## src/rfp_pkg.sv

```systemverilog
// Purpose: Constants for the RAM FIFO with push/pop arbitration
// Assumes: One clock, register port with 4-bit byte address
// Notes: Register offsets and mode codes are local choices
package rfp_pkg;
    // Storage shape
    localparam int unsigned RFP_DEPTH = 16;
    localparam int unsigned RFP_BANKS = 2;
    localparam int unsigned RFP_DW = 8;
    // Register offsets
    localparam logic [3:0] REG_CTRL = 4'h0;
    localparam logic [3:0] REG_STATUS = 4'h4;
    localparam logic [3:0] REG_ADDR = 4'h8;
    localparam logic [3:0] REG_CODE = 4'hC;
    // Control fields
    localparam int unsigned CTRL_PRIO_LSB = 0;
    localparam int unsigned CTRL_FAST_BIT = 3;
    // Status fields
    localparam int unsigned STAT_EMPTY_BIT = 0;
    localparam int unsigned STAT_FULL_BIT = 1;
    localparam int unsigned STAT_ACTIVE_BIT = 2;
    localparam int unsigned STAT_WRITE_BIT = 3;
    // Address register field
    localparam int unsigned ADDR_INACT_LSB = 8;
    // Tie-break modes
    localparam logic [2:0] PRIO_WRITE = 3'h0;
    localparam logic [2:0] PRIO_READ = 3'h1;
    localparam logic [2:0] PRIO_FULL = 3'h2;
    localparam logic [2:0] PRIO_EMPTY = 3'h3;
    localparam logic [2:0] PRIO_ALT = 3'h4;
    localparam logic [2:0] PRIO_BURST = 3'h5;
    localparam logic [2:0] PRIO_PIN = 3'h6;
    localparam logic [2:0] PRIO_RESET = PRIO_EMPTY;
    // Address control codes
    localparam logic [3:0] ADDR_CODE_INC_KEEP = 4'hB;
    localparam logic [3:0] ADDR_CODE_INC_SWAP = 4'hD;
    localparam logic [3:0] ADDR_CODE_SWAP = 4'h5;
    localparam logic [3:0] ADDR_CODE_HOLD = 4'h0;
    typedef enum logic [1:0] {
        ADDR_HOLD,
        ADDR_INC_KEEP,
        ADDR_INC_SWAP,
        ADDR_SWAP
    } rfp_addr_op_t;
endpackage

```

## src/rfp_fifo.sv

```systemverilog
// Purpose: Synchronous RAM FIFO with push/pop arbiter and flags
// Assumes: Every RAM cycle starts on a rising mclk edge
// Notes: RAM rewritten every cycle; banks chosen by address MSBs
//
// How it works
// - Push/pop advance write/read location in order
// - Flag empty when none, full when all, or all but one in fast mode
// - Blocked favoured request yields to the other
// - RAM written every cycle, mux keeps old
// - Bank select limits write; read mux
// - Active register used, inactive holds other
// - Four-bit code: inc, inc-swap, hold, swap
// - Flags change only on active cycles
// - Equality on push: full; pop: empty
// - Comparator result gated by write, registered
// - Set flag clears on next opposite cycle
// - Single request wins; both use tie-break
// - Active only if push unfull, pop unempty
// - Inactive cycle forces write indication low
// - Push accept when push served that cycle
// - Pop accept; data ends that cycle
// - Tie-break high, low, full or empty
// - Write-driven tie-break alternates writes, reads
// - Burst option repeats last operation
// - Fast mode: every cycle writes input, pop cycles at the read address
`timescale 1ns/1ps
`default_nettype none
module rfp_fifo import rfp_pkg::*; #(
    parameter int unsigned DEPTH = RFP_DEPTH,
    parameter int unsigned BANKS = RFP_BANKS,
    parameter int unsigned DW = RFP_DW
) (
    // Clock and reset
    input wire logic mclk,
    input wire logic rst_n,
    // Register port
    input wire logic [3:0] reg_addr,
    input wire logic [31:0] reg_wdata,
    input wire logic reg_wr,
    input wire logic reg_rd,
    output logic [31:0] reg_rdata,
    // Producer
    input wire logic push_req,
    input wire logic [DW-1:0] push_data,
    output logic push_ack,
    // Consumer
    input wire logic pop_req,
    output logic pop_rdy,
    output logic [DW-1:0] pop_data,
    // Tie-break and flags
    input wire logic tie_break,
    output logic full,
    output logic empty
);
    localparam int unsigned AW = $clog2(DEPTH);
    localparam int unsigned BW = $clog2(BANKS);
    localparam int unsigned OW = AW - BW;
    localparam int unsigned BD = DEPTH / BANKS;

    logic [AW-1:0] act_addr;
    logic [AW-1:0] inact_addr;
    logic act_is_wr;
    logic cur_active;
    logic cur_wr;
    logic [DW-1:0] in_word;
    logic [2:0] prio_mode;
    logic fast_mode;
    logic [3:0] addr_code;
    logic [BANKS-1:0][DW-1:0] bank_word;
    logic prio_w;
    logic [3:0] next_code;
    rfp_addr_op_t addr_op;

    // Comparator sees incremented active and inactive address
    wire [AW-1:0] act_inc = act_addr + 1'b1;
    wire [AW-1:0] act_inc2 = act_addr + 2'd2;
    wire [AW-1:0] waddr = act_is_wr ? act_addr : inact_addr;
    wire [AW-1:0] raddr = act_is_wr ? inact_addr : act_addr;
    // Fast mode needs one spare location for junk writes
    wire [AW-1:0] cmp_addr = (fast_mode && cur_wr) ? act_inc2 : act_inc;
    wire addr_eq = (cmp_addr == inact_addr);
    wire set_full = cur_active & cur_wr & addr_eq;
    wire set_empty = cur_active & ~cur_wr & addr_eq;
    wire next_full = cur_active ? set_full : full;
    wire next_empty = cur_active ? set_empty : empty;

    // Arbitration
    wire can_push = push_req & ~next_full;
    wire can_pop = pop_req & ~next_empty;
    wire both = push_req & pop_req;
    wire pick_both = prio_w ? (can_push | ~can_pop) : (~can_pop & can_push);
    wire pick_wr = both ? pick_both : push_req;
    wire next_active = pick_wr ? can_push : can_pop;
    wire next_wr = next_active & pick_wr;
    wire next_rd = next_active & ~pick_wr;
    wire same_side = (act_is_wr == next_wr);

    always_comb begin
        unique case (prio_mode)
            PRIO_WRITE: prio_w = 1'b1;
            PRIO_READ: prio_w = 1'b0;
            PRIO_FULL: prio_w = ~next_full;
            PRIO_EMPTY: prio_w = next_empty;
            PRIO_ALT: prio_w = ~cur_wr;
            PRIO_BURST: prio_w = cur_wr;
            PRIO_PIN: prio_w = tie_break;
            default: prio_w = tie_break;
        endcase
    end

    // Table row: active register side, activity, next side
    always_comb begin
        if (cur_active) begin
            addr_op = same_side ? ADDR_INC_KEEP : ADDR_INC_SWAP;
        end else begin
            addr_op = same_side ? ADDR_HOLD : ADDR_SWAP;
        end
    end

    always_comb begin
        unique case (addr_op)
            ADDR_INC_KEEP: next_code = ADDR_CODE_INC_KEEP;
            ADDR_INC_SWAP: next_code = ADDR_CODE_INC_SWAP;
            ADDR_SWAP: next_code = ADDR_CODE_SWAP;
            ADDR_HOLD: next_code = ADDR_CODE_HOLD;
        endcase
    end

    // Address registers
    always_ff @(posedge mclk) begin
        if (!rst_n) begin
            act_addr <= '0;
            inact_addr <= '0;
            act_is_wr <= 1'b1;
            addr_code <= ADDR_CODE_HOLD;
        end else begin
            unique case (addr_op)
                ADDR_INC_KEEP: act_addr <= act_inc;
                ADDR_INC_SWAP: begin
                    act_addr <= inact_addr;
                    inact_addr <= act_inc;
                end
                ADDR_SWAP: begin
                    act_addr <= inact_addr;
                    inact_addr <= act_addr;
                end
                ADDR_HOLD: act_addr <= act_addr;
            endcase
            act_is_wr <= next_wr;
            addr_code <= next_code;
        end
    end

    // Cycle state, flags and handshakes
    always_ff @(posedge mclk) begin
        if (!rst_n) begin
            cur_active <= 1'b0;
            cur_wr <= 1'b0;
            full <= 1'b0;
            empty <= 1'b1;
            push_ack <= 1'b0;
            pop_rdy <= 1'b0;
        end else begin
            cur_active <= next_active;
            cur_wr <= next_wr;
            full <= next_full;
            empty <= next_empty;
            push_ack <= next_wr;
            pop_rdy <= next_rd;
        end
    end

    // Input word captured at the edge that starts the push cycle
    always_ff @(posedge mclk) begin
        if (!rst_n) begin
            in_word <= '0;
        end else if (fast_mode || next_wr) begin
            in_word <= push_data;
        end
    end

    // Idle cycles in fast mode must land on the write address
    wire pop_cycle = cur_active & ~cur_wr;
    wire [AW-1:0] ram_addr = (fast_mode && !pop_cycle) ? waddr : act_addr;
    wire [BW-1:0] bank_sel = ram_addr[AW-1 -: BW];
    wire [OW-1:0] bank_off = ram_addr[OW-1:0];
    wire new_word = fast_mode | (cur_active & cur_wr);

    genvar b;
    generate
        for (b = 0; b < BANKS; b++) begin : g_bank
            logic [DW-1:0] bank_mem [BD];
            wire bank_hit = (bank_sel == BW'(b));
            always_ff @(posedge mclk) begin
                bank_mem[bank_off] <= (bank_hit && new_word) ? in_word : bank_mem[bank_off];
            end
            assign bank_word[b] = bank_mem[bank_off];
        end
    endgenerate

    wire [DW-1:0] rd_word = bank_word[bank_sel];

    // Output word only moves on pops
    always_ff @(posedge mclk) begin
        if (!rst_n) begin
            pop_data <= '0;
        end else if (pop_cycle) begin
            pop_data <= rd_word;
        end
    end

    // Register port
    wire ctrl_hit = (reg_addr == REG_CTRL);
    wire [31:0] ctrl_word = {28'h0, fast_mode, prio_mode};
    wire [31:0] stat_word = {28'h0, cur_wr, cur_active, full, empty};
    wire [31:0] addr_word = {16'h0, 8'(inact_addr), 8'(act_addr)};
    wire [31:0] code_word = {28'h0, addr_code};
    wire [31:0] rd_mux = ctrl_hit ? ctrl_word :
                         (reg_addr == REG_STATUS) ? stat_word :
                         (reg_addr == REG_ADDR) ? addr_word :
                         (reg_addr == REG_CODE) ? code_word : 32'h0;

    always_ff @(posedge mclk) begin
        if (!rst_n) begin
            prio_mode <= PRIO_RESET;
            fast_mode <= 1'b0;
        end else if (reg_wr && ctrl_hit) begin
            prio_mode <= reg_wdata[CTRL_PRIO_LSB +: 3];
            fast_mode <= reg_wdata[CTRL_FAST_BIT];
        end
    end

    // Unmapped or idle reads return zero
    always_ff @(posedge mclk) begin
        if (!rst_n) begin
            reg_rdata <= 32'h0;
        end else begin
            reg_rdata <= reg_rd ? rd_mux : 32'h0;
        end
    end
endmodule
`default_nettype wire

```

## config.mk

```make
export PLATFORM = sky130hd
export DESIGN_NAME = rfp_fifo
export DESIGN_NICKNAME = d
export VERILOG_FILES = /design/src/rfp_pkg.sv /design/src/rfp_fifo.sv
export SDC_FILE = /design/constraint.sdc
export NUM_CORES = 1
export LEC_CHECK = 0
export CAP_MARGIN = 10
export CORE_UTILIZATION = 28
export DETAILED_ROUTE_END_ITERATION = 10
export DONT_BUFFER_PORTS = 1
export GPL_ROUTABILITY_DRIVEN = 1
export GPL_TIMING_DRIVEN = 0
export PLACE_DENSITY_LB_ADDON = 0.3
export SYNTH_ARGS = -nofsm -noshare
export SYNTH_HDL_FRONTEND = slang
export SYNTH_SLANG_ARGS = --single-unit
export TNS_END_PERCENT = 5
```

## constraint.sdc

```tcl
create_clock -name mclk -period 3.3 [get_ports mclk]
set_input_delay 0.165 -clock mclk [delete_from_list [all_inputs] [get_ports mclk]]
set_output_delay 0.165 -clock mclk [all_outputs]
set_load 0.005 [all_outputs]
```

==> impl_metrics.sql <==
INSERT INTO impl_metrics (metric_group, metric, value, unit) VALUES
('global_route', 'grt_peak_use_layer', 'met2', ''),
('sta', 'post-route-min-period', '3.16', 'ns'),
('place', 'place_hpwl', '16.3', 'mm'),
('worst_hold_path', 'min_path_type', 'input port to flip-flop', ''),
('logic_synthesis', 'syn_area', '7950', 'um^2'),
('pwr', 'power_report.internal_total', '4.35', 'mW'),
('floorplanning', 'die_area', '29100', 'um^2'),
('floorplanning', 'rows', '61', ''),
('cells_and_area', 'area_growth', '19.2', '%'),
('setup_path', 'worstPathRequired', '3.48', 'ns'),
('logic_synthesis', 'synthDominantCellAreaShare', '48.3', '%'),
('clocking', 'cts_htree_levels', '4', ''),
('floorplanning', 'core_region_area', '27900', 'um^2'),
('sta', 'max-slew-margin-rel', '38.2', '%'),
('sta', 'timing.final.hold_violations', '0', ''),
('global_route', 'grt_util_met1', '20.9', '%'),
('logic_synthesis', 'synth-warning-count', '0', ''),
('clocking', 'cts_inserted_buffers', '17', ''),
('sta', 'setup_slack', '0.136', 'ns'),
('cells_and_area', 'ff_latch_area', '4760', 'um^2'),
('sta', 'setup_violations', '0', ''),
('clocking', 'clk_pin_slew_worst_paths', '0.06', 'ns'),
('global_route', 'grt_antenna_before_repair', '1', ''),
('cells_and_area', 'mostFrequentLayoutCell', 'sky130_fd_sc_hd__edfxtp_1', ''),
('setup_path', 'critPathLaunchType', 'flip-flop', ''),
('place', 'pre_cts_ws', '-0.414', 'ns'),
('route', 'vias', '5634', ''),
('global_route', 'gr-usage-met2', '26.2', '%'),
('cells_and_area', 'nets', '770', ''),
('route', 'drt-wirelength-per-cell', '20.8', 'um'),
('run_status', 'run_status', 'finished, final reports clean', ''),
('route', 'drcViolationCount', '0', ''),
('logic_synthesis', 'synth_async_sr_flop_share', '0', '%'),
('sta', 'fin_skew', '0.00841', 'ns'),
('floorplanning', 'initial_core_utilization', '28.6', '%'),
('setup_path', 'crit_path_max_fanout', '10', ''),
('pwr', 'share_clk_of_total_power', '30.8', '%'),
('sta', 'fmaxAchievable', '316', 'MHz'),
('setup_path', 'cp-end-kind', 'flip-flop', ''),
('cells_and_area', 'most_frequent_cells_in_the_layout', '128 x sky130_fd_sc_hd__edfxtp_1, 46 x sky130_fd_sc_hd__dfxtp_1, 43 x sky130_fd_sc_hd__nand2_1', ''),
('route', 'ant_nets', '0', ''),
('logic_synthesis', 'synthDistinctLibCells', '82', ''),
('setup_path', 'path_class', 'flip-flop to flip-flop', ''),
('pwr', 'p_switching', '1.87', 'mW'),
('pwr', 'power-per-cell-area', '656', 'nW/um^2'),
('clocking', 'clkSinkCount', '174', ''),
('sta', 'grt_setup_unrepaired', 'true', ''),
('route', 'drt_first_iter_violations', '576', ''),
('setup_path', 'crit_arrival', '3.35', 'ns'),
('flow_run', 'timing.max_cap.violations', '0', ''),
('global_route', 'grt_pass1_vias', '5527', ''),
('setup_path', 'crit_path_top_delay_cell', 'sky130_fd_sc_hd__a32oi_1', ''),
('global_route', 'total_global_routing_overflow', '0', ''),
('logic_synthesis', 'syn_inst', '650', ''),
('clocking', 'clock_tree.root_cell', 'sky130_fd_sc_hd__clkbuf_16', ''),
('logic_synthesis', 'synth_area_leader_cell', 'sky130_fd_sc_hd__edfxtp_1', ''),
('clocking', 'ctsLongestPathBuffers', '2', ''),
('clocking', 'insertion_delay', '0.43', 'ns'),
('cells_and_area', 'multi_input_comb_area', '2970', 'um^2'),
('place', 'gp_routability_congestion', '0.811', ''),
('sta', 'final_min_period_over_clock_period', '95.9', '%'),
('floorplanning', 'die_wd', '171', 'um'),
('pwr', 'power.static_leakage', '3.31', 'nW'),
('sta', 'worst_pin_slew', '0.923', 'ns'),
('global_route', 'global_route_wire_length_before_repair', '34.4', 'mm'),
('global_route', 'globalRouteMet3Util', '4.07', '%'),
('setup_path', 'critPathMaxStageDelay', '0.59', 'ns'),
('route', 'finalWirelength', '23.0', 'mm'),
('cells_and_area', 'layout.filler_cells', '2722', ''),
('logic_synthesis', 'seq_area_frac_synth', '59.9', '%'),
('floorplanning', 'chipHeight', '171', 'um');
## cell families after synthesis
group,Yosys count,synth area share (%)
buffers and inverters,73,5.22
DFF,174,59.9
other,1,0.0471
xor gates and xnor gates,11,1.21
muxes,37,5.80
and+or+nand+nor,175,10.8
adders and majority gates,3,0.472
AOI/OAI and AO/OA,176,16.5
## Yosys cell counts (5+ instances only)
master,number
sky130_fd_sc_hd__edfxtp_1,128
sky130_fd_sc_hd__dfxtp_1,46
sky130_fd_sc_hd__nand2_1,43
sky130_fd_sc_hd__nor2_1,41
sky130_fd_sc_hd__a21oi_1,40
sky130_fd_sc_hd__nand3_1,31
sky130_fd_sc_hd__buf_4,30
sky130_fd_sc_hd__o21ai_0,24
sky130_fd_sc_hd__mux2i_1,18
sky130_fd_sc_hd__buf_2,17
sky130_fd_sc_hd__clkbuf_1,15
sky130_fd_sc_hd__mux2_2,13
sky130_fd_sc_hd__nor3_1,12
sky130_fd_sc_hd__a211oi_1,10
sky130_fd_sc_hd__and3_1,9
sky130_fd_sc_hd__inv_1,9
sky130_fd_sc_hd__xnor2_1,9
sky130_fd_sc_hd__a22oi_1,8
sky130_fd_sc_hd__nor2b_1,8
sky130_fd_sc_hd__a221oi_1,7
sky130_fd_sc_hd__a22o_1,7
sky130_fd_sc_hd__a311oi_1,7
sky130_fd_sc_hd__nand2b_1,7
sky130_fd_sc_hd__a21o_1,6
sky130_fd_sc_hd__and2_1,6
sky130_fd_sc_hd__mux4_2,6
sky130_fd_sc_hd__a221o_1,5
sky130_fd_sc_hd__o211ai_1,5
sky130_fd_sc_hd__o221ai_1,5
## layout make-up
class	count	share of cell area (%)
multi-input cells	426	31.4
plain buffers	64	4.08
well taps	378	4.99
clock inverters	12	1.20
repair buffers	24	3.17
flip-flops and latches	174	50.3
inverters	9	0.356
clock buffers	20	4.61
## stage by stage
| stage | util [%] | instance area, um^2 | hold slack [ns] | power (mW) | setup TNS [ns] |
|---|---|---|---|---|---|
| after floorplan | - | 8050 | 0.294 | 3.82 | 0 |
| final | 34.0 | 9480 | 0.0223 | 6.22 | 0 |
| after global routing | 34.0 | 9480 | 0.0240 | 6.48 | -0.408 |
| after CTS | 33.8 | 9430 | 0.00704 | 6.23 | 0 |
| after global placement | 30.6 | 8520 | 0.304 | 4.24 | -83.29 |
| after detailed placement | 31.1 | 8670 | 0.304 | 4.30 | -5.89 |
## worst max-delay path: cells and delay by family, from the launching register on
| kind | cells | cell delay (ns) |
|---|---|---|
| buf+inv | 4 | 1.17 |
| flops | 1 | 0.31 |
| simple gates | 2 | 0.27 |
| compound gates | 3 | 1.14 |
## power groups by stage
stage,Sequential [mW],Combinational (mW),Clock (mW)
floorplan,2.94,0.879,0
global placement,2.98,1.25,0
detailed placement,2.98,1.32,0
CTS,2.94,1.35,1.95
global route,2.96,1.49,2.03
finish,2.94,1.37,1.92
## registers in the layout, indices dropped and copies added, names as in the netlist
name,count
in_word,8
cur_active,1
cur_wr,1
act_addr,4
pop_data,8
full,1
fast_mode,1
act_is_wr,1
pop_rdy,1
empty,1
reg_rdata,8
g_bank.bank_mem,128
addr_code,4
inact_addr,4
prio_mode,3
## per-layer routing
layer	wire, um	up-vias
li1	-	2600
met1	9920	2765
met2	10600	230
met3	1840	39
met4	593	0
met5	0	-
## path summary, 6_finish.rpt
path,start,endpoint,cells after the start
worst max-delay path,cur_active,g_bank[0].bank_mem[2][7],9
worst min-delay path,reg_addr[3],reg_rdata[0],2
worst max register to register,cur_active,g_bank[0].bank_mem[2][7],9
worst min register to register,in_word[6],in_word[6],2
## what timing repair did
action,CTS,global route
setup buffers,0,0
resized for setup,7,14
hold buffers,17,0
setup endpoints to repair,41,88
endpoints found under the hold margin,20,0
(Power assumes the default switching activity.)
